### src/fpmc_params.svh
/*
 * Constants of the front panel menu controller: timing figures, register
 * offsets, setting limits and reset values of the stored settings.
 * Assumes a single 250 MHz clock and a 32-bit register bus with byte addresses.
 */
`ifndef FPMC_PARAMS_SVH
`define FPMC_PARAMS_SVH

// Clock rate and timing figures, times in milliseconds.
`define FPMC_CLK_KHZ 250000
`define FPMC_IDLE_MS 12000
`define FPMC_LAMP_MS 1000
`define FPMC_VER_MS 1000
`define FPMC_DEB_MS 10

// Register byte offsets.
`define FPMC_OFS_STATUS 4'h0
`define FPMC_OFS_NV_FREQ 4'h4
`define FPMC_OFS_NV_LEVEL 4'h8
`define FPMC_OFS_NV_MISC 4'hC

// Setting limits, 13-bit signed.
`define FPMC_UPF_LO 13'h03B6
`define FPMC_UPF_HI 13'h06D6
`define FPMC_DNF_LO 13'h07D0
`define FPMC_DNF_HI 13'h0A8C
`define FPMC_LVL_LO 13'h1FD8
`define FPMC_LVL_HI 13'h1FF6
`define FPMC_UPG_LO 13'h1FF6
`define FPMC_UPG_HI 13'h001E
`define FPMC_DNG_LO 13'h0000
`define FPMC_DNG_HI 13'h0032
`define FPMC_ADR_LO 13'h0000
`define FPMC_ADR_HI 13'h00FF

// Cursor position of the return marker.
`define FPMC_CUR_RET 3'h7

// Reset values of the stored settings.
`define FPMC_RST_UPF 12'h6BD
`define FPMC_RST_DNF 12'hA73
`define FPMC_RST_LVL 8'hEC
`define FPMC_RST_UPG 8'h0A
`define FPMC_RST_DNG 8'h19

`endif

### src/fpmc_pkg.sv
/*
 * Types of the front panel menu controller.
 * Assumes nothing beyond a SystemVerilog compiler.
 */
package fpmc_pkg;

	typedef enum logic [3:0] {
		M_UPF, M_UPLVL, M_UPG, M_DNF, M_DNG, M_MUTE,
		M_REMOTE, M_SPEC, M_EXTREF, M_RSMODE, M_RSADDR, M_TEMP
	} fpmc_menu_t;

	typedef enum logic [2:0] {
		ST_LAMP, ST_VER, ST_NORMAL, ST_EDIT, ST_SAVEQ
	} fpmc_state_t;

	typedef struct packed {
		logic menu;
		logic left;
		logic right;
		logic up;
		logic down;
	} fpmc_sw_t;

	typedef struct packed {
		logic [11:0] upf;
		logic [11:0] dnf;
		logic [7:0] lvl;
		logic [7:0] upg;
		logic [7:0] dng;
		logic mute;
		logic remote;
		logic spec_inv;
		logic ext_ref;
		logic rs_mode;
		logic [7:0] rs_addr;
	} fpmc_set_t;

	typedef struct packed {
		fpmc_state_t phase;
		fpmc_menu_t menu;
		logic [2:0] cursor;
		logic [12:0] value;
		logic save_yes;
	} fpmc_disp_t;

endpackage

### src/fpmc_top.sv
/*
 * Front panel menu controller: three operator switches drive a fixed menu
 * walk that edits the converter settings, with save or discard at the end.
 * Assumes raw switch pins (high while actuated), PLL lock pins, and an
 * Avalon-MM master that restores stored settings after power returns.
 */
// Notes on behaviour
// - Twelve fixed menu items in order.
// - Edits kept only through confirmed session.
// - Twelve idle seconds abandon the session.
// - Saved settings kept and reapplied.
// - Power-up: lamp test, version, up frequency.
// - Horizontal switch moves cursor one place.
// - Vertical switch steps selected digit.
// - Vertical switch toggles on/off items.
// - Frequency applied only after save.
// - Level and gain apply at once.
// - Save menu after last item or marker.
// - Yes commits, no restores previous settings.
// - Confirm press advances to next item.
// - Input level -40 to -10, 1 dB.
// - Up gain limited -10 to +30.
// - Down gain 0 to 50, 1/10 dB.
// - Any PLL unlock raises the alarm.
`timescale 1ns/1ps
`default_nettype none
`include "fpmc_params.svh"

module fpmc_top #(
	parameter logic [31:0] IDLE_CYC = 32'(64'(`FPMC_IDLE_MS) * 64'(`FPMC_CLK_KHZ)),
	parameter logic [31:0] LAMP_CYC = 32'(64'(`FPMC_LAMP_MS) * 64'(`FPMC_CLK_KHZ)),
	parameter logic [31:0] VER_CYC = 32'(64'(`FPMC_VER_MS) * 64'(`FPMC_CLK_KHZ)),
	parameter logic [31:0] DEB_CYC = 32'(64'(`FPMC_DEB_MS) * 64'(`FPMC_CLK_KHZ)),
	parameter int NPLL = 2,
	// Version shown at power-up; the value is arbitrary.
	parameter logic [12:0] FW_VERSION = 13'h0001
) (
	// Clock and reset
	input wire logic clk_in,
	input wire logic resetn_in,
	// Operator switches and sensors
	input wire fpmc_pkg::fpmc_sw_t sw_in,
	input wire logic [NPLL-1:0] pll_lock_in,
	input wire logic [7:0] temp_in,
	// Avalon-MM slave
	input wire logic [3:0] avs_address,
	input wire logic avs_read,
	input wire logic avs_write,
	input wire logic [31:0] avs_writedata,
	output logic [31:0] avs_readdata,
	output logic avs_waitrequest,
	// Converter settings, display and LEDs
	output fpmc_pkg::fpmc_set_t cfg_out,
	output fpmc_pkg::fpmc_disp_t disp_out,
	output logic alarm_led_out,
	output logic mute_led_out,
	output logic remote_led_out
);
	import fpmc_pkg::*;

	fpmc_state_t state_q;
	fpmc_menu_t menu_q;
	fpmc_set_t edit_q, saved_q;
	logic [2:0] cursor_q, max_pos;
	logic [4:0] sw_s1_q, sw_s2_q, sw_st_q, sw_prev_q, act;
	logic [NPLL-1:0] pll_s1_q, pll_s2_q;
	logic [7:0] temp_s1_q, temp_s2_q;
	logic [31:0] deb_cnt_q, idle_cnt_q, phase_cnt_q;
	logic save_yes_q, idle_hit, sess, tog, act_any;
	logic menu_act, left_act, right_act, vert_act, vert_up;
	logic bus_wr, bus_rd;
	logic signed [12:0] cur_v, lo, hi, step, sum, nxt;

	// Pins are synchronised; the second stage alone feeds the logic.
	always_ff @(posedge clk_in or negedge resetn_in) begin
		if (!resetn_in) begin
			sw_s1_q <= 5'h00;
			sw_s2_q <= 5'h00;
			pll_s1_q <= '0;
			pll_s2_q <= '0;
			temp_s1_q <= 8'h00;
			temp_s2_q <= 8'h00;
		end else begin
			sw_s1_q <= sw_in;
			sw_s2_q <= sw_s1_q;
			pll_s1_q <= pll_lock_in;
			pll_s2_q <= pll_s1_q;
			temp_s1_q <= temp_in;
			temp_s2_q <= temp_s1_q;
		end
	end

	// One shared filter: the settle time restarts only when every switch matches its stable state again.
	always_ff @(posedge clk_in or negedge resetn_in) begin
		if (!resetn_in) begin
			deb_cnt_q <= 32'h0;
			sw_st_q <= 5'h00;
			sw_prev_q <= 5'h00;
		end else begin
			sw_prev_q <= sw_st_q;
			if (sw_s2_q == sw_st_q) begin
				deb_cnt_q <= 32'h0;
			end else if (deb_cnt_q >= DEB_CYC - 32'h1) begin
				deb_cnt_q <= 32'h0;
				sw_st_q <= sw_s2_q;
			end else begin
				deb_cnt_q <= deb_cnt_q + 32'h1;
			end
		end
	end

	assign act = sw_st_q & ~sw_prev_q;
	assign menu_act = act[4];
	assign left_act = act[3];
	assign right_act = act[2];
	assign vert_act = act[1] | act[0];
	assign vert_up = act[1];
	assign act_any = |act;
	assign sess = (state_q == ST_EDIT) || (state_q == ST_SAVEQ);
	assign idle_hit = sess && !act_any && (idle_cnt_q >= IDLE_CYC - 32'h1);
	assign bus_wr = avs_write && !avs_waitrequest;
	assign bus_rd = avs_read && avs_waitrequest;

	// value per item: limits, digit range and toggle flag.
	always_comb begin
		cur_v = 13'h0000;
		lo = 13'h0000;
		hi = 13'h0000;
		max_pos = 3'h0;
		tog = 1'b0;
		case (menu_q)
			M_UPF: begin
				cur_v = {1'b0, edit_q.upf};
				lo = `FPMC_UPF_LO;
				hi = `FPMC_UPF_HI;
				max_pos = 3'h3;
			end
			M_UPLVL: begin
				cur_v = {{5{edit_q.lvl[7]}}, edit_q.lvl};
				lo = `FPMC_LVL_LO;
				hi = `FPMC_LVL_HI;
			end
			M_UPG: begin
				cur_v = {{5{edit_q.upg[7]}}, edit_q.upg};
				lo = `FPMC_UPG_LO;
				hi = `FPMC_UPG_HI;
				max_pos = 3'h1;
			end
			M_DNF: begin
				cur_v = {1'b0, edit_q.dnf};
				lo = `FPMC_DNF_LO;
				hi = `FPMC_DNF_HI;
				max_pos = 3'h3;
			end
			M_DNG: begin
				cur_v = {{5{edit_q.dng[7]}}, edit_q.dng};
				lo = `FPMC_DNG_LO;
				hi = `FPMC_DNG_HI;
				max_pos = 3'h1;
			end
			M_RSADDR: begin
				cur_v = {5'h00, edit_q.rs_addr};
				lo = `FPMC_ADR_LO;
				hi = `FPMC_ADR_HI;
				max_pos = 3'h2;
			end
			M_TEMP: cur_v = {5'h00, temp_s2_q};
			M_MUTE: begin
				cur_v = {12'h000, edit_q.mute};
				tog = 1'b1;
			end
			M_REMOTE: begin
				cur_v = {12'h000, edit_q.remote};
				tog = 1'b1;
			end
			M_SPEC: begin
				cur_v = {12'h000, edit_q.spec_inv};
				tog = 1'b1;
			end
			M_EXTREF: begin
				cur_v = {12'h000, edit_q.ext_ref};
				tog = 1'b1;
			end
			M_RSMODE: begin
				cur_v = {12'h000, edit_q.rs_mode};
				tog = 1'b1;
			end
			default: cur_v = 13'h0000;
		endcase
	end

	always_comb begin
		case (cursor_q)
			3'h0: step = 13'h0001;
			3'h1: step = 13'h000A;
			3'h2: step = 13'h0064;
			3'h3: step = 13'h03E8;
			default: step = 13'h0000;
		endcase
		sum = vert_up ? cur_v + step : cur_v - step;
		if (sum > hi) begin
			nxt = hi;
		end else if (sum < lo) begin
			nxt = lo;
		end else begin
			nxt = sum;
		end
	end

	// Power-up phases, menu walk and save question.
	always_ff @(posedge clk_in or negedge resetn_in) begin
		if (!resetn_in) begin
			state_q <= ST_LAMP;
			menu_q <= M_UPF;
			cursor_q <= 3'h0;
			save_yes_q <= 1'b0;
			phase_cnt_q <= 32'h0;
		end else begin
			case (state_q)
				ST_LAMP, ST_VER: begin
					if (phase_cnt_q >= (state_q == ST_LAMP ? LAMP_CYC : VER_CYC) - 32'h1) begin
						phase_cnt_q <= 32'h0;
						state_q <= (state_q == ST_LAMP) ? ST_VER : ST_NORMAL;
					end else begin
						phase_cnt_q <= phase_cnt_q + 32'h1;
					end
				end
				// session opens on a confirm press
				ST_NORMAL: begin
					if (menu_act) begin
						state_q <= ST_EDIT;
						menu_q <= M_UPF;
						cursor_q <= 3'h0;
					end
				end
				ST_EDIT: begin
					if (idle_hit) begin
						state_q <= ST_NORMAL;
					end else if (menu_act) begin
						cursor_q <= 3'h0;
						if (cursor_q == `FPMC_CUR_RET || menu_q == M_TEMP) begin
							state_q <= ST_SAVEQ;
							save_yes_q <= 1'b1;
						end else begin
							menu_q <= fpmc_menu_t'(menu_q + 4'h1);
						end
					end else if (left_act) begin
						if (cursor_q == `FPMC_CUR_RET) begin
							cursor_q <= 3'h0;
						end else if (cursor_q < max_pos) begin
							cursor_q <= cursor_q + 3'h1;
						end
					end else if (right_act) begin
						if (cursor_q == 3'h0) begin
							cursor_q <= `FPMC_CUR_RET;
						end else if (cursor_q != `FPMC_CUR_RET) begin
							cursor_q <= cursor_q - 3'h1;
						end
					end
				end
				ST_SAVEQ: begin
					if (idle_hit || menu_act) begin
						state_q <= ST_NORMAL;
					end else if (vert_act) begin
						save_yes_q <= !save_yes_q;
					end
				end
				default: state_q <= ST_NORMAL;
			endcase
		end
	end

	always_ff @(posedge clk_in or negedge resetn_in) begin
		if (!resetn_in) begin
			idle_cnt_q <= 32'h0;
		end else if (!sess || act_any) begin
			idle_cnt_q <= 32'h0;
		end else begin
			idle_cnt_q <= idle_cnt_q + 32'h1;
		end
	end

	// Working copy: edits, restores and loads from the bus.
	always_ff @(posedge clk_in or negedge resetn_in) begin
		if (!resetn_in) begin
			edit_q <= '{`FPMC_RST_UPF, `FPMC_RST_DNF, `FPMC_RST_LVL, `FPMC_RST_UPG,
				`FPMC_RST_DNG, 1'b0, 1'b0, 1'b0, 1'b0, 1'b0, 8'h00};
		end else if (idle_hit || (state_q == ST_SAVEQ && menu_act && !save_yes_q)) begin
			edit_q <= saved_q;
		end else if (state_q == ST_EDIT && vert_act && !menu_act && cursor_q != `FPMC_CUR_RET) begin
			case (menu_q)
				M_UPF: edit_q.upf <= nxt[11:0];
				M_UPLVL: edit_q.lvl <= nxt[7:0];
				M_UPG: edit_q.upg <= nxt[7:0];
				M_DNF: edit_q.dnf <= nxt[11:0];
				M_DNG: edit_q.dng <= nxt[7:0];
				M_RSADDR: edit_q.rs_addr <= nxt[7:0];
				M_MUTE: edit_q.mute <= !edit_q.mute;
				M_REMOTE: edit_q.remote <= !edit_q.remote;
				M_SPEC: edit_q.spec_inv <= !edit_q.spec_inv;
				M_EXTREF: edit_q.ext_ref <= !edit_q.ext_ref;
				M_RSMODE: edit_q.rs_mode <= !edit_q.rs_mode;
				default: edit_q <= edit_q;
			endcase
		end else if (bus_wr && !sess) begin
			case (avs_address)
				`FPMC_OFS_NV_FREQ: {edit_q.dnf, edit_q.upf} <= {avs_writedata[27:16], avs_writedata[11:0]};
				`FPMC_OFS_NV_LEVEL: {edit_q.dng, edit_q.upg, edit_q.lvl} <= avs_writedata[23:0];
				`FPMC_OFS_NV_MISC: {edit_q.rs_mode, edit_q.ext_ref, edit_q.spec_inv, edit_q.remote,
					edit_q.mute, edit_q.rs_addr} <= avs_writedata[12:0];
				default: edit_q <= edit_q;
			endcase
		end
	end

	// stored settings, reloaded by software after power returns
	always_ff @(posedge clk_in or negedge resetn_in) begin
		if (!resetn_in) begin
			saved_q <= '{`FPMC_RST_UPF, `FPMC_RST_DNF, `FPMC_RST_LVL, `FPMC_RST_UPG,
				`FPMC_RST_DNG, 1'b0, 1'b0, 1'b0, 1'b0, 1'b0, 8'h00};
		end else if (state_q == ST_SAVEQ && menu_act && save_yes_q && !idle_hit) begin
			saved_q <= edit_q;
		end else if (bus_wr && !sess) begin
			case (avs_address)
				`FPMC_OFS_NV_FREQ: {saved_q.dnf, saved_q.upf} <= {avs_writedata[27:16], avs_writedata[11:0]};
				`FPMC_OFS_NV_LEVEL: {saved_q.dng, saved_q.upg, saved_q.lvl} <= avs_writedata[23:0];
				`FPMC_OFS_NV_MISC: {saved_q.rs_mode, saved_q.ext_ref, saved_q.spec_inv,
					saved_q.remote, saved_q.mute, saved_q.rs_addr} <= avs_writedata[12:0];
				default: saved_q <= saved_q;
			endcase
		end
	end

	// frequency from saved, level and gain live
	always_ff @(posedge clk_in or negedge resetn_in) begin
		if (!resetn_in) begin
			cfg_out <= '0;
			mute_led_out <= 1'b0;
			remote_led_out <= 1'b0;
			alarm_led_out <= 1'b0;
			disp_out <= '0;
		end else begin
			cfg_out <= saved_q;
			cfg_out.lvl <= edit_q.lvl;
			cfg_out.upg <= edit_q.upg;
			cfg_out.dng <= edit_q.dng;
			mute_led_out <= saved_q.mute;
			remote_led_out <= saved_q.remote;
			alarm_led_out <= !(&pll_s2_q);
			disp_out.phase <= state_q;
			disp_out.menu <= menu_q;
			disp_out.cursor <= cursor_q;
			disp_out.value <= (state_q == ST_VER) ? FW_VERSION : cur_v;
			disp_out.save_yes <= save_yes_q;
		end
	end

	// Every access waits one cycle; reads of unmapped words return zero.
	always_ff @(posedge clk_in or negedge resetn_in) begin
		if (!resetn_in) begin
			avs_waitrequest <= 1'b1;
			avs_readdata <= 32'h0;
		end else begin
			avs_waitrequest <= !((avs_read || avs_write) && avs_waitrequest);
			if (bus_rd) begin
				case (avs_address)
					`FPMC_OFS_STATUS: avs_readdata <= {20'h0, alarm_led_out, state_q, menu_q, 1'b0,
						cursor_q};
					`FPMC_OFS_NV_FREQ: avs_readdata <= {4'h0, saved_q.dnf, 4'h0, saved_q.upf};
					`FPMC_OFS_NV_LEVEL: avs_readdata <= {8'h0, saved_q.dng, saved_q.upg, saved_q.lvl};
					`FPMC_OFS_NV_MISC: avs_readdata <= {19'h0, saved_q.rs_mode, saved_q.ext_ref,
						saved_q.spec_inv, saved_q.remote, saved_q.mute, saved_q.rs_addr};
					default: avs_readdata <= 32'h0;
				endcase
			end
		end
	end

	property p_idle_abort;
		@(posedge clk_in) disable iff (!resetn_in)
		idle_hit |=> state_q == ST_NORMAL && edit_q == $past(saved_q);
	endproperty
	a_idle_abort: assert property (p_idle_abort) else $error("idle session not abandoned");

	// Saved settings cannot move inside a session, so the applied frequency must hold still.
	property p_freq_hold;
		@(posedge clk_in) disable iff (!resetn_in)
		sess && $past(sess) |=> $stable(cfg_out.upf);
	endproperty
	a_freq_hold: assert property (p_freq_hold) else $error("frequency applied before save");

	property p_no_restore;
		@(posedge clk_in) disable iff (!resetn_in)
		state_q == ST_SAVEQ && menu_act && !save_yes_q |=> edit_q == $past(saved_q) ##1
			cfg_out.lvl == $past(saved_q.lvl, 2);
	endproperty
	a_no_restore: assert property (p_no_restore) else $error("no answer did not restore");

	property p_alarm;
		@(posedge clk_in) disable iff (!resetn_in)
		!(&pll_s2_q) |=> alarm_led_out;
	endproperty
	a_alarm: assert property (p_alarm) else $error("alarm missing on unlock");

	property p_lvl_range;
		@(posedge clk_in) disable iff (!resetn_in)
		state_q == ST_EDIT && vert_act && menu_q == M_UPLVL && cursor_q == 3'h0 && !menu_act
			|=> $signed(edit_q.lvl) >= -8'sd40 && $signed(edit_q.lvl) <= -8'sd10;
	endproperty
	a_lvl_range: assert property (p_lvl_range) else $error("input level out of range");

	property p_dng_step;
		@(posedge clk_in) disable iff (!resetn_in)
		state_q == ST_EDIT && act[1] && menu_q == M_DNG && cursor_q == 3'h1 && !menu_act
			&& edit_q.dng < 8'h28 |=> edit_q.dng == $past(edit_q.dng) + 8'h0A;
	endproperty
	a_dng_step: assert property (p_dng_step) else $error("down gain tens step wrong");

	property p_toggle;
		@(posedge clk_in) disable iff (!resetn_in)
		state_q == ST_EDIT && vert_act && tog && cursor_q == 3'h0 && !menu_act
			|=> cur_v[0] != $past(cur_v[0]);
	endproperty
	a_toggle: assert property (p_toggle) else $error("on/off item did not toggle");

	property p_cursor_right;
		@(posedge clk_in) disable iff (!resetn_in)
		state_q == ST_EDIT && right_act && !menu_act && !idle_hit && cursor_q != 3'h0
			&& cursor_q != `FPMC_CUR_RET |=> cursor_q == $past(cursor_q) - 3'h1;
	endproperty
	a_cursor_right: assert property (p_cursor_right) else $error("cursor not moved right");

	property p_advance;
		@(posedge clk_in) disable iff (!resetn_in)
		state_q == ST_EDIT && menu_act && !idle_hit && menu_q == M_UPF && cursor_q != `FPMC_CUR_RET
			|=> menu_q == M_UPLVL && state_q == ST_EDIT;
	endproperty
	a_advance: assert property (p_advance) else $error("confirm did not advance");

	property p_lamp_first;
		@(posedge clk_in) disable iff (!resetn_in)
		state_q == ST_LAMP |=> state_q == ST_LAMP || state_q == ST_VER;
	endproperty
	a_lamp_first: assert property (p_lamp_first) else $error("power-up phase skipped");

endmodule
`default_nettype wire

### config.mk
export PLATFORM = sky130hd
export DESIGN_NAME = fpmc_top
export DESIGN_NICKNAME = d
export VERILOG_FILES = /design/src/fpmc_pkg.sv /design/src/fpmc_top.sv
export VERILOG_INCLUDE_DIRS = /design/src /design/src/src
export SDC_FILE = /design/constraint.sdc
export NUM_CORES = 1
export LEC_CHECK = 0
export BUFFER_PORTS_ARGS = -buffer_cell sky130_fd_sc_hd__buf_2
export CAP_MARGIN = 20
export CORE_MARGIN = 4
export CORE_UTILIZATION = 50
export DETAILED_ROUTE_END_ITERATION = 7
export HOLD_SLACK_MARGIN = 0.15
export PLACE_DENSITY = 0.69
export SLEW_MARGIN = 0
export SYNTH_ARGS = -nofsm -noshare
export SYNTH_HDL_FRONTEND = slang
export SYNTH_SLANG_ARGS = --single-unit
### constraint.sdc
create_clock -name clk_in -period 8.57 [get_ports clk_in]
set_input_delay 0.4285 -clock clk_in [delete_from_list [all_inputs] [get_ports clk_in]]
set_output_delay 0.4285 -clock clk_in [all_outputs]
set_load 0.01 [all_outputs]
* Yosys cells after proc, flatten, opt, wreduce, memory -nomap -nowiden *
Cells that the tools add are included.

storage, ports and cells
  input bits = 55
  output and inout bits = 121
  bits in registers = 388
  RAM bits = 0
  bits in latches = 0
  logic and storage cells = 254
  memories = 0
  ROM bits = 0

cells by class
  order comparisons = 6
  mux-type cells = 61
  bitwise gates (word level) = 4
  shifts and indexed selects = 0
  multiply operators = 0
  reductions and logical operators = 70
  add/sub/neg operators = 8
  equal/unequal tests = 49
  div/mod/pow operators = 0

operators with widths
  cell                                                    count
  two-way mux 61 bit                                      4
  case mux 13 bit (12 select lines)                       1
  two-way mux 32 bit                                      4
  case mux 28 bit (4 select lines)                        1
  adder 32 x 1 -> 32 bit (second input constant)          3
  case mux 13 bit (6 select lines)                        1
  case mux 13 bit (4 select lines)                        1
  two-way mux 12 bit                                      4
  two-way mux 24 bit                                      2
  two-way mux 3 bit                                       15
  case mux 10 bit (4 select lines)                        1
  two-way mux 13 bit                                      3
  != test 3 x 2 -> 1 bit (second input constant)          11
  AND reduction 3 bit                                     11
  >= comparator 32 x 22 -> 1 bit (second input constant)  1
  >= comparator 32 x 28 -> 1 bit (second input constant)  1
  >= comparator 32 bit (second input constant)            1
  two-way mux 8 bit                                       4
  == test 4 bit (second input constant)                   6
  == test 4 x 3 -> 1 bit (second input constant)          5
  != test 2 bit (second input constant)                   9
  two-way mux 4 bit                                       4
  adder 13 bit                                            1
  greater-than comparator 13 bit                          1
  39 further kinds                                        103

* Depth between registers and ports, before layout *
Gate-level depths: netlist of the first run.

  depth in word-level cells = 10
  depth in mapped cells = 28
  mapped depth without buffers = 25

* Least setup slack after synthesis of the first run *
Ideal clock, no wire load.

  path kind = flip-flop to flip-flop
  start point = reg menu_q[0]
  end point = reg edit_q[2] in the netlist's numbering
  library setup time = 149 ps
  required time = 8421 ps
  period minus slack after synthesis = 5837 ps
  path slack = 2733 ps
  data arrival time = 5689 ps
  buffers on the path = 3
  stages on the path, launching flop included = 28
  path through = dfrtp_1 -> inv_1 -> ha_1 -> clkbuf_1 -> and2_1 -> clkbuf_1 -> a22o_1 -> a221oi_1 -> nand3_1 -> ha_1 -> fa_1 -> a211oi_1 -> o31ai_1 -> a21o_1 -> a21oi_1 -> xnor2_1 -> ha_1 -> and3_1 -> a221oi_1 -> nor2b_1 -> o311ai_0 -> o31ai_1 -> o311ai_2 -> buf_2 -> mux2i_1 -> a21oi_1 -> o21ai_1 -> a41oi_1

on the way
  longest elaborated chain between the ends = 10
  elaborated cells between the ends (all ways) = 27
  classes of those cells = add/sub (2); order compare (2); eq/ne (12); mux (9); reduce/logical (2)

RTL lines
  what                                               RTL line         source
  start: declaration                                 fpmc_top.sv:62   fpmc_menu_t menu_q;
  start signal: assignment                           fpmc_top.sv:245  menu_q <= fpmc_menu_t'(menu_q + 4'h1);
  == test 4 bit, or another cell as far along        n/a
  case mux 13 bit (12 select lines)                  fpmc_top.sv:131  case (menu_q)
  subtractor 13 bit or adder 13 bit (tied branches)  fpmc_top.sv:200  sum = vert_up ? cur_v + step : cur_v - step;
  two-way mux 13 bit                                 fpmc_top.sv:200
  less-than comparator 13 bit                        fpmc_top.sv:203  end else if (sum < lo) begin
  two-way mux 12 bit                                 fpmc_top.sv:203
  two-way mux 12 bit                                 fpmc_top.sv:201  if (sum > hi) begin
  two-way mux 8 bit                                  fpmc_top.sv:291  case (menu_q)
  two-way mux 61 bit                                 fpmc_top.sv:290  end else if (state_q == ST_EDIT && vert_act && !menu_act && cursor_q != `FPMC_CUR_RET) begin
  two-way mux 61 bit                                 fpmc_top.sv:288  end else if (idle_hit || (state_q == ST_SAVEQ && menu_act && !save_yes_q)) begin
  end signal: assignment                             fpmc_top.sv:286  edit_q <= '{`FPMC_RST_UPF, `FPMC_RST_DNF, `FPMC_RST_LVL, `FPMC_RST_UPG,
  end signal: assignment                             fpmc_top.sv:289  edit_q <= saved_q;
  end signal: assignment                             fpmc_top.sv:303  default: edit_q <= edit_q;
  end: declaration                                   fpmc_top.sv:63   fpmc_set_t edit_q, saved_q;

Several ways; a longest one is shown, not always the timed one. The select of a mux whose other input is x is not followed.
A chain may end at the register's enable or synchronous reset.

* Worst setup path after layout of the first run *
  start point = reg menu_q[0]
  end point = reg edit_q[7] in the netlist's numbering

The elaborated chain is that of the path after synthesis.

==> qor.csv, run 1 <==
metric;value;unit
outcome;finished, final reports clean;
Boundary Pins;176;
cell count after synthesis;1832;
arrival time worst endpoint;7.57;ns
Die X;199;um
maxcap violations;0;
Cell variety after synth;78;
Skew-Pair Late Insertion Delay;0.56;ns
Worst-Margin Slew;1.15;ns
sequential fraction of the synthesis area;0.530;
Gate power share;0.199;
post-synthesis mux area share;0.0392;
WP depth;23;
CTS Sinks;384;
number of synthesized flops with an enable pin;0;
global-route wire length before repair;81.2;mm
ranking of synthesized cells by area;dfrtp_1, dfstp_2, nand2_1, o21ai_0, nor2_1;
top-area cell type share of the netlist area;0.457;
worst reg2reg path endpoint;edit_q[7];
RSZ-0062 raised after global routing;false;
main combinational cell family by area after synthesis;compound AO/OA/AOI/OAI gates;
Vias;15000;
IR drop worst, VDD;0.179;mV
most numerous cell in the Yosys netlist;dfrtp_1;
Tcrit/Tclk final;0.837;
PD cells;238;nW/um2
share of cells above drive strength 1;0.170;
Max-slew headroom;0.230;
worst min-delay path class;input port to flip-flop;
CP peak stage delay;0.60;ns
Max Freq;0.139;GHz
worst reg2reg path depth;23;
XOR/XNOR Fraction of Synth Area;0.0302;
CTS buffer count;40;
vias in the first global route;14700;
core box area;35700;um2
DRT Pass-1 Iters;5;
Remaining Overflow, GRT;0;
drt total wl;51.8;mm
Synth Area in Adders;0.0340;
cell area after synthesis;18200;um2
Leak;9.01;nW
simple-gate portion of the synthesized area;0.155;
effective utilization at floorplan;0.510;
cell taking the most area after synthesis;dfrtp_1;
Port Buf Inserts;167;
R2R Path Start;menu_q[0];
Syn Area/Cell;9.96;um2
Routed Antenna Nets;0;
final hold slack;0.199;ns
die area;39600;um2
clock skew;0.0231;ns
top post-synthesis cells by count;dfrtp_1, nand2_1, nor2_1;
Worst setup EP type;flip-flop;
Cell Int Power;3.50;mW
clock buffer depth;3;
CP Class;flip-flop to flip-flop;
initial DRC count;1085;
Sw Share;0.305;
Seq pwr share;0.457;
Final min period;7.17;ns
Worst setup SP type;flip-flop;
drt wl/cell;20.8;um
Top delay family on crit path;compound AO/OA/AOI/OAI gates;
FF-to-FF setup slack;1.40;ns
filler instances;3075;
final hold vios;0;
PostCTS Resize Cnt;0;
NetSw;1.54;mW
Synth Flop Type;dfrtp_1;
clock network power share;0.344;
Synth async-reset ratio;1.00;
Final Max Tran Viols;0;
Hold Crit Start;avs_writedata[0];
Diodes inserted;0;
#FFs+latches synth;384;
sum of buffers and inverters on the critical path;1;
slowest CP cell;o311ai_4;
CP cell instances;inv_1, ha_1, and2_1, nand2_1, nand2_1, a221oi_1, nand3_1, ha_1, fa_1, a211oi_1, nor4_1, o31ai_1, nand2_1, a21oi_1, xnor2_1, ha_1, nand4_1, nor3_1, nand2_2, a221oi_4, nor2_4, o311ai_4, a41oi_1;
num rows;69;
pin count of the biggest net entering global routing;168;
Die Span Y;199;um
final net count;2111;
hold path depth;3;
Max FO, Critical Path;15;
yosys warns;0;
antenna violations before repair;0;
Setup violations, final;0;
area grow syn2layout;15.9;%
post-synthesis compound-gate area fraction;0.183;
gpl congestion;0.939;
CP required;8.97;ns
Detail Placement HPWL;36.1;mm
clock-pin slew on the worst setup and hold paths;0.07;ns
WHS Endpoint;edit_q[49];
clk root buf;clkbuf_16;
CTS tree;built;
Residual DRC;0;
Overall Global Routing Usage;0.259;
setup TNS;0;ns
via/cell ratio;6.01;
count of H-tree levels built during CTS;2;
cell usage in the layout, fill, tap and decap left out, types with 8 or more instances in the layout:
| cell | instances |
|---|---|
| nor2_1 | 189 |
| o21ai_0 | 158 |
| a21o_1 | 8 |
| nand2b_1 | 8 |
| a31oi_1 | 42 |
| o22ai_1 | 8 |
| inv_1 | 29 |
| buf_2 | 166 |
| dfstp_2 | 51 |
| nor4_1 | 9 |
| and3_1 | 20 |
| mux2i_1 | 59 |
| a221oi_1 | 19 |
| a22oi_1 | 48 |
| nor3_1 | 29 |
| xor2_1 | 37 |
| o31ai_1 | 17 |
| clkbuf_1 | 13 |
| ha_1 | 48 |
| a22o_1 | 19 |
| mux2_2 | 9 |
| nor2b_1 | 19 |
| buf_4 | 25 |
| and2_1 | 16 |
| nand4_1 | 20 |
| conb_1 | 14 |
| nand3_1 | 59 |
| nand2_1 | 241 |
| dfrtp_1 | 333 |
| a21oi_1 | 68 |
| clkbuf_16 | 41 |
| dlygate4sd3_1 | 25 |
| a41oi_1 | 23 |
| xnor2_1 | 26 |
| a211oi_1 | 10 |
through the flow:
stage	power, mW	cells	worst slack (ns)	instance area [um2]	utilization
2_1_floorplan	2.90	1845	2.73	18300	-
3_3_place_gp	3.29	2400	1.73	19600	0.548
3_5_place_dp	3.31	2400	1.58	19600	0.548
4_1_cts	5.06	2496	1.54	21100	0.591
5_1_grt	5.27	2497	0.961	21100	0.591
6_report	5.04	2497	1.40	21100	0.591
worst min-delay path: cells and delay by family:
| family | cells | cell delay (ns) |
|---|---|---|
| AND/OR/NAND/NOR | 1 | 0.10 |
| buffers and inverters | 1 | 0.13 |
| AO/OA/AOI/OAI | 1 | 0.09 |
cell families (layout without fill, tap and decap cells):
kind of cell             Yosys count  count (layout)
adder cells (fa/ha/maj)           49              49
AO/OA/AOI/OAI                    498             498
flip-flops                       384             384
multiplexers                      69              69
other                              1              14
AND/OR/NAND/NOR                  638             638
buffers and inverters            130             321
XOR/XNOR                          63              63
layer usage:
metal  part of all wire  vias to the layer above  global-route usage  wire, um
li1                   -                     6927                   -         -
met1               0.43                     7433               0.354     22500
met2               0.46                      555               0.420     24100
met3              0.069                      104              0.0513      3570
met4              0.032                        0              0.0854      1680
met5                  0                        -                   0         0
final cells by class:
| cell class | instances | area [um2] | share of cell area |
|---|---|---|---|
| clock buffers | 58 | 1130 | 0.0534 |
| multi-input cells | 1331 | 8160 | 0.386 |
| repair buffers | 219 | 1330 | 0.0630 |
| flip-flops and latches | 384 | 9670 | 0.458 |
| well taps | 461 | 577 | 0.0273 |
| clock inverters | 13 | 155 | 0.00734 |
| inverters | 31 | 116 | 0.00550 |
worst max-delay path by stage:
stage	from	end
floorplan	menu_q[0]	edit_q[2]
global placement	menu_q[0]	edit_q[28]
detailed placement	menu_q[0]	edit_q[28]
CTS	menu_q[0]	edit_q[7]
global route	menu_q[0]	edit_q[28]
finish	menu_q[0]	edit_q[7]
state kept, by name, indices dropped and copies added, names as in the netlist:
name             flops
pll_s2_q             2
edit_q              61
phase_cnt_q         32
sw_prev_q            5
avs_waitrequest      1
sw_s2_q              5
cursor_q             3
saved_q             61
temp_s2_q            8
avs_readdata        28
menu_q               4
disp_out            24
mute_led_out         1
state_q              3
temp_s1_q            8
remote_led_out       1
save_yes_q           1
cfg_out             59
idle_cnt_q          32
sw_st_q              5
pll_s1_q             2
sw_s1_q              5
alarm_led_out        1
deb_cnt_q           32
timing repair:
item	in CTS	in global routing
hold buffers	25	0
setup buffers	0	0
hold endpoints to repair	71	0
power by group through the flow:
stage                     Sequential (mW)  Combinational (mW)  Clock (mW)
after floorplan                      2.29               0.609           0
after global placement               2.32               0.965           0
after detailed placement             2.33               0.985           0
after CTS                            2.30               0.998        1.76
after global routing                 2.33                1.11        1.83
final                                2.30                1.00        1.73
(Power assumes the default switching activity.)
==> run 2, diff against run 1 <==
Settings changed: PLACE_DENSITY 0.69 to 0.72.
Clock period 8.57 ns to 5.78 ns, I/O delays scaled along.
==> qor.csv, run 2 (synthesized netlist as in run 1, its figures left out) <==
metric;value;unit
Tcrit/Tclk final;0.979;
share of cells above drive strength 1;0.249;
Setup violations, final;0;
RSZ-0062 raised after global routing;true;
Post-DP Area;20500;um2
num rows;69;
WHS Endpoint;avs_readdata[25];
drt total wl;54.3;mm
post-route cell area;22900;um2
drt wl/cell;20.5;um
Max-slew headroom;0.264;
setup TNS;0;ns
die area;39600;um2
hold path depth;4;
wire length on met2;25.8;mm
Leak;9.91;nW
Final Max Tran Viols;0;
Hold Crit Start;avs_address[3];
Routed Antenna Nets;0;
gpl congestion;0.946;
Final min period;5.66;ns
maxcap violations;0;
Diodes inserted;0;
global-route wire length before repair;84.6;mm
Detail Placement HPWL;37.9;mm
count of H-tree levels built during CTS;2;
Worst-Margin Slew;1.10;ns
final hold vios;0;
WL met3;4.04;mm
CP required;6.21;ns
worst reg2reg path depth;26;
clock buffer depth;3;
M1 WL;22.5;mm
Skew-Pair Late Insertion Delay;0.57;ns
Residual DRC;0;
most frequent cells in the layout;dfrtp_1, nand2_1, nor2_1;
CP Class;flip-flop to flip-flop;
Worst setup EP type;flip-flop;
vias in the first global route;15300;
R2R Path Start;menu_q[0];
worst min-delay path class;input port to flip-flop;
Max Freq;0.177;GHz
Remaining Overflow, GRT;0;
IR drop worst, VDD;0.257;mV
Port Buf Inserts;167;
antenna violations before repair;1;
effective utilization at floorplan;0.510;
slowest CP cell;dfrtp_2;
Top delay family on crit path;compound AO/OA/AOI/OAI gates;
Largest regs;edit_q: 61 flops, saved_q: 61 flops, cfg_out: 59 flops;
CTS Sinks;384;
sum of buffers and inverters on the critical path;3;
core box area;35700;um2
CTS buffer count;39;
arrival time worst endpoint;6.09;ns
final net count;2258;
Vias;15800;
Boundary Pins;176;
DRT Pass-1 Iters;6;
via/cell ratio;5.98;
Die Span Y;199;um
Overall Global Routing Usage;0.270;
outcome;finished, final reports clean;
CP peak stage delay;0.44;ns
Max FO, Critical Path;6;
CTS tree;built;
clock-pin slew on the worst setup and hold paths;0.06;ns
commonest non-fill, non-tap cell in the layout;dfrtp_1;
pin count of the biggest net entering global routing;154;
FF-to-FF setup slack;0.12;ns
Top Layer Used;met4;
Die X;199;um
clk root buf;clkbuf_16;
worst reg2reg path endpoint;edit_q[2];
Worst setup SP type;flip-flop;
initial DRC count;1268;
area grow syn2layout;25.6;%
PD cells;362;nW/um2
cell mode on critical path;buf_6;
clock skew;0.0273;ns
## run 2: cell count changes in the layout (fill, tap and decap cells not counted), sizes merged
| cell | previous run | this run |
|---|---|---|
| bufinv | 3 | 11 |
| clkinv | 6 | 7 |
| clkinvlp | 0 | 4 |
| inv | 35 | 34 |
| dlygate4sd3 | 25 | 46 |
| buf | 194 | 321 |
| clkbuf | 58 | 46 |
## run 2: how the worst max path moves through the flow
stage / start / to / slack, ns / cells after the start
6_report: menu_q[0] / edit_q[2] / 0.12 / 26
5_1_grt: menu_q[0] / edit_q[2] / -0.08 / 26
4_1_cts: menu_q[0] / edit_q[48] / 0.02 / 26
3_5_place_dp: menu_q[0] / edit_q[48] / -0.36 / 25
3_3_place_gp: menu_q[0] / edit_q[48] / -0.22 / 25
2_1_floorplan: menu_q[0] / edit_q[2] / 0.06 / 27
## run 2: per-layer routing
layer,track usage,vias to the layer above
met4,0.0861,0
met3,0.0479,123
met1,0.370,7797
met2,0.443,676
met5,0,-
li1,-,7216
## run 2: report_power, final
group / switching [mW] / total [mW] / internal, mW
combinational: 1.04 / 1.93 / 0.887
clock: 1.09 / 2.94 / 1.85
sequential: 0.324 / 3.43 / 3.11
total: 2.46 / 8.31 / 5.84
## run 2: worst min-delay path, cell delays in order
cell and delay [ns]:
buf_2 0.16, nor2_2 0.16, nand2_1 0.10, o21ai_0 0.06
## run 2: layout make-up
type / count / area (um2)
Timing Repair Buffer: 367 / 2530
Inverter: 31 / 116
Multi-Input combinational cell: 1331 / 8500
Fill cell: 2814 / 12800
Tap cell: 461 / 577
Clock inverter: 25 / 437
Clock buffer: 46 / 1080
Sequential cell: 384 / 9670
## run 2: what timing repair did
action | 4_1_cts | 5_1_grt
endpoints found under the setup margin | 56 | 56
gates resized for setup | 9 | 67
gates cloned | 0 | 1
hold buffers | 46 | 0
setup buffers | 3 | 10
pin swaps | 4 | 35
endpoints found under the hold margin | 216 | 0
## run 2: per-stage QoR
stage | instances | setup WS, ns | total power, mW | hold WS (ns) | util
6_report | 2645 | 0.120 | 8.31 | 0.238 | 0.641
5_1_grt | 2645 | -0.0840 | 8.67 | 0.250 | 0.641
4_1_cts | 2633 | 0.0164 | 8.18 | 0.216 | 0.630
3_5_place_dp | 2513 | -0.363 | 5.18 | 0.336 | 0.572
3_3_place_gp | 2512 | -0.217 | 5.13 | 0.333 | 0.572
2_1_floorplan | 1845 | 0.0554 | 4.31 | -0.00659 | -
==> run 3, diff against run 2 <==
==> constraint.sdc (replaced) <==
create_clock -name clk_in -period 5.78 [get_ports clk_in]
set_input_delay 0.867 -clock clk_in [delete_from_list [all_inputs] [get_ports clk_in]]
set_output_delay 0.867 -clock clk_in [all_outputs]
set_load 0.01 [all_outputs]
==> qor.csv, run 3 (synthesized netlist as in run 1, its figures left out) <==
metric;value;unit
CP required;6.27;ns
Remaining Overflow, GRT;0;
Setup violations, final;0;
Die Span Y;199;um
vias in the first global route;15200;
worst reg2reg path endpoint;edit_q[1];
clock buffer depth;3;
CTS buffer count;41;
arrival time worst endpoint;6.08;ns
core box area;35700;um2
Boundary Pins;176;
DRT Pass-1 Iters;7;
Vias;15500;
Final min period;5.59;ns
PD cells;357;nW/um2
Leak;9.61;nW
most frequent cells in the layout;dfrtp_1, nand2_1, nor2_1;
initial DRC count;1308;
Residual DRC;0;
Detail Placement HPWL;37.5;mm
Die X;199;um
outcome;finished, final reports clean;
gpl congestion;0.973;
Skew-Pair Late Insertion Delay;0.57;ns
CTS tree;built;
Overall Global Routing Usage;0.269;
area grow syn2layout;22.4;%
IR drop worst, VDD;0.251;mV
Largest regs;edit_q: 61 flops, saved_q: 61 flops, cfg_out: 59 flops;
Port Buf Inserts;167;
clock-pin slew on the worst setup and hold paths;0.06;ns
Tcrit/Tclk final;0.968;
drt wl/cell;20.9;um
die area;39600;um2
Routed Antenna Nets;0;
R2R Path Start;menu_q[0];
worst min-delay path class;input port to async pin;
Worst setup EP type;flip-flop;
pin count of the biggest net entering global routing;172;
CTS Sinks;384;
drt total wl;54.2;mm
maxcap violations;0;
Worst-Margin Slew;1.02;ns
global-route wire length before repair;84.0;mm
power after layout;7.97;mW
setup TNS;0;ns
clk root buf;clkbuf_16;
Worst setup SP type;flip-flop;
Max Freq;0.179;GHz
via/cell ratio;5.97;
clock skew;0.0175;ns
effective utilization at floorplan;0.510;
Final Max Tran Viols;0;
final hold vios;0;
Max FO, Critical Path;8;
share of cells above drive strength 1;0.254;
count of H-tree levels built during CTS;2;
Max-slew headroom;0.314;
commonest non-fill, non-tap cell in the layout;dfrtp_1;
antenna violations before repair;4;
worst reg2reg path depth;26;
FF-to-FF setup slack;0.19;ns
CP Class;flip-flop to flip-flop;
num rows;69;
filler instances;2911;
final net count;2212;
==> run 3: where the power goes <==
group	switching, mW	leakage [nW]	internal, mW
Sequential	0.321	4.64	3.11
Combinational	1.08	4.34	0.898
Clock	1.10	0.635	1.47
Total	2.50	9.61	5.47
==> run 3: through the flow <==
stage               instances  setup WS, ns  cell area [um2]  utilization  hold WS [ns]
global placement         2506        -0.310            20400        0.572         0.333
finish                   2601         0.187            22300        0.625         0.203
global route             2601       -0.0513            22300        0.625         0.219
floorplan                1845        0.0554            18300            -         0.331
CTS                      2586       0.00494            21800        0.611         0.199
detailed placement       2506        -0.476            20400        0.572         0.335
==> run 3: worst max-delay path by stage <==
stage,from,end,slack [ns],depth (start not counted)
after floorplan,menu_q[0],edit_q[2],0.06,27
after detailed placement,menu_q[0],edit_q[59],-0.48,26
after global routing,menu_q[0],edit_q[5],-0.05,26
after global placement,menu_q[0],edit_q[59],-0.31,26
after CTS,menu_q[0],edit_q[29],0.005,25
final,menu_q[0],edit_q[1],0.19,26
==> run 3: area by class of cell <==
type	instances	area, um2	area share
Timing Repair Buffer	319	2070	0.0926
Multi-Input combinational cell	1331	8570	0.384
Sequential cell	384	9670	0.433
Antenna cell	1	2.50	0.000112
Clock buffer	58	1170	0.0524
Tap cell	461	577	0.0258
Inverter	31	116	0.00521
Clock inverter	16	148	0.00661
==> run 3: routing by layer <==
| metal | global-route usage | up-vias | share of wire |
|---|---|---|---|
| li1 | - | 7139 | - |
| met1 | 0.360 | 7651 | 0.42 |
| met2 | 0.433 | 608 | 0.47 |
| met3 | 0.0617 | 121 | 0.075 |
| met4 | 0.0960 | 6 | 0.034 |
| met5 | 0 | - | 0.00076 |
==> run 3: worst max-delay path, stage by stage (launching register included) <==
cell and delay, ns:
dfrtp_1 0.40, buf_6 0.14, ha_4 0.16, buf_4 0.15, a222oi_1 0.35, nand2b_4 0.20
nand3_4 0.11, ha_4 0.20, fa_2 0.42, a211oi_4 0.28, o31ai_4 0.11, a21o_1 0.20
a21oi_2 0.18, xnor2_2 0.10, buf_4 0.15, ha_4 0.26, and4_4 0.21, nand2_2 0.08
buf_4 0.14, nor3_1 0.22, buf_4 0.19, nand2_2 0.08, a221o_2 0.49, a31oi_4 0.26
buf_6 0.13, o21ai_4 0.09, a41oi_2 0.21
==> run 3: repair_timing <==
action / in CTS / in global routing
buffers inserted: 6 / 13
endpoints found under the hold margin: 0 / 0
pin swaps: 8 / 30
setup endpoints to repair: 56 / 56
resized for setup: 12 / 73
hold buffers: 0 / 0
cloned: 0 / 1
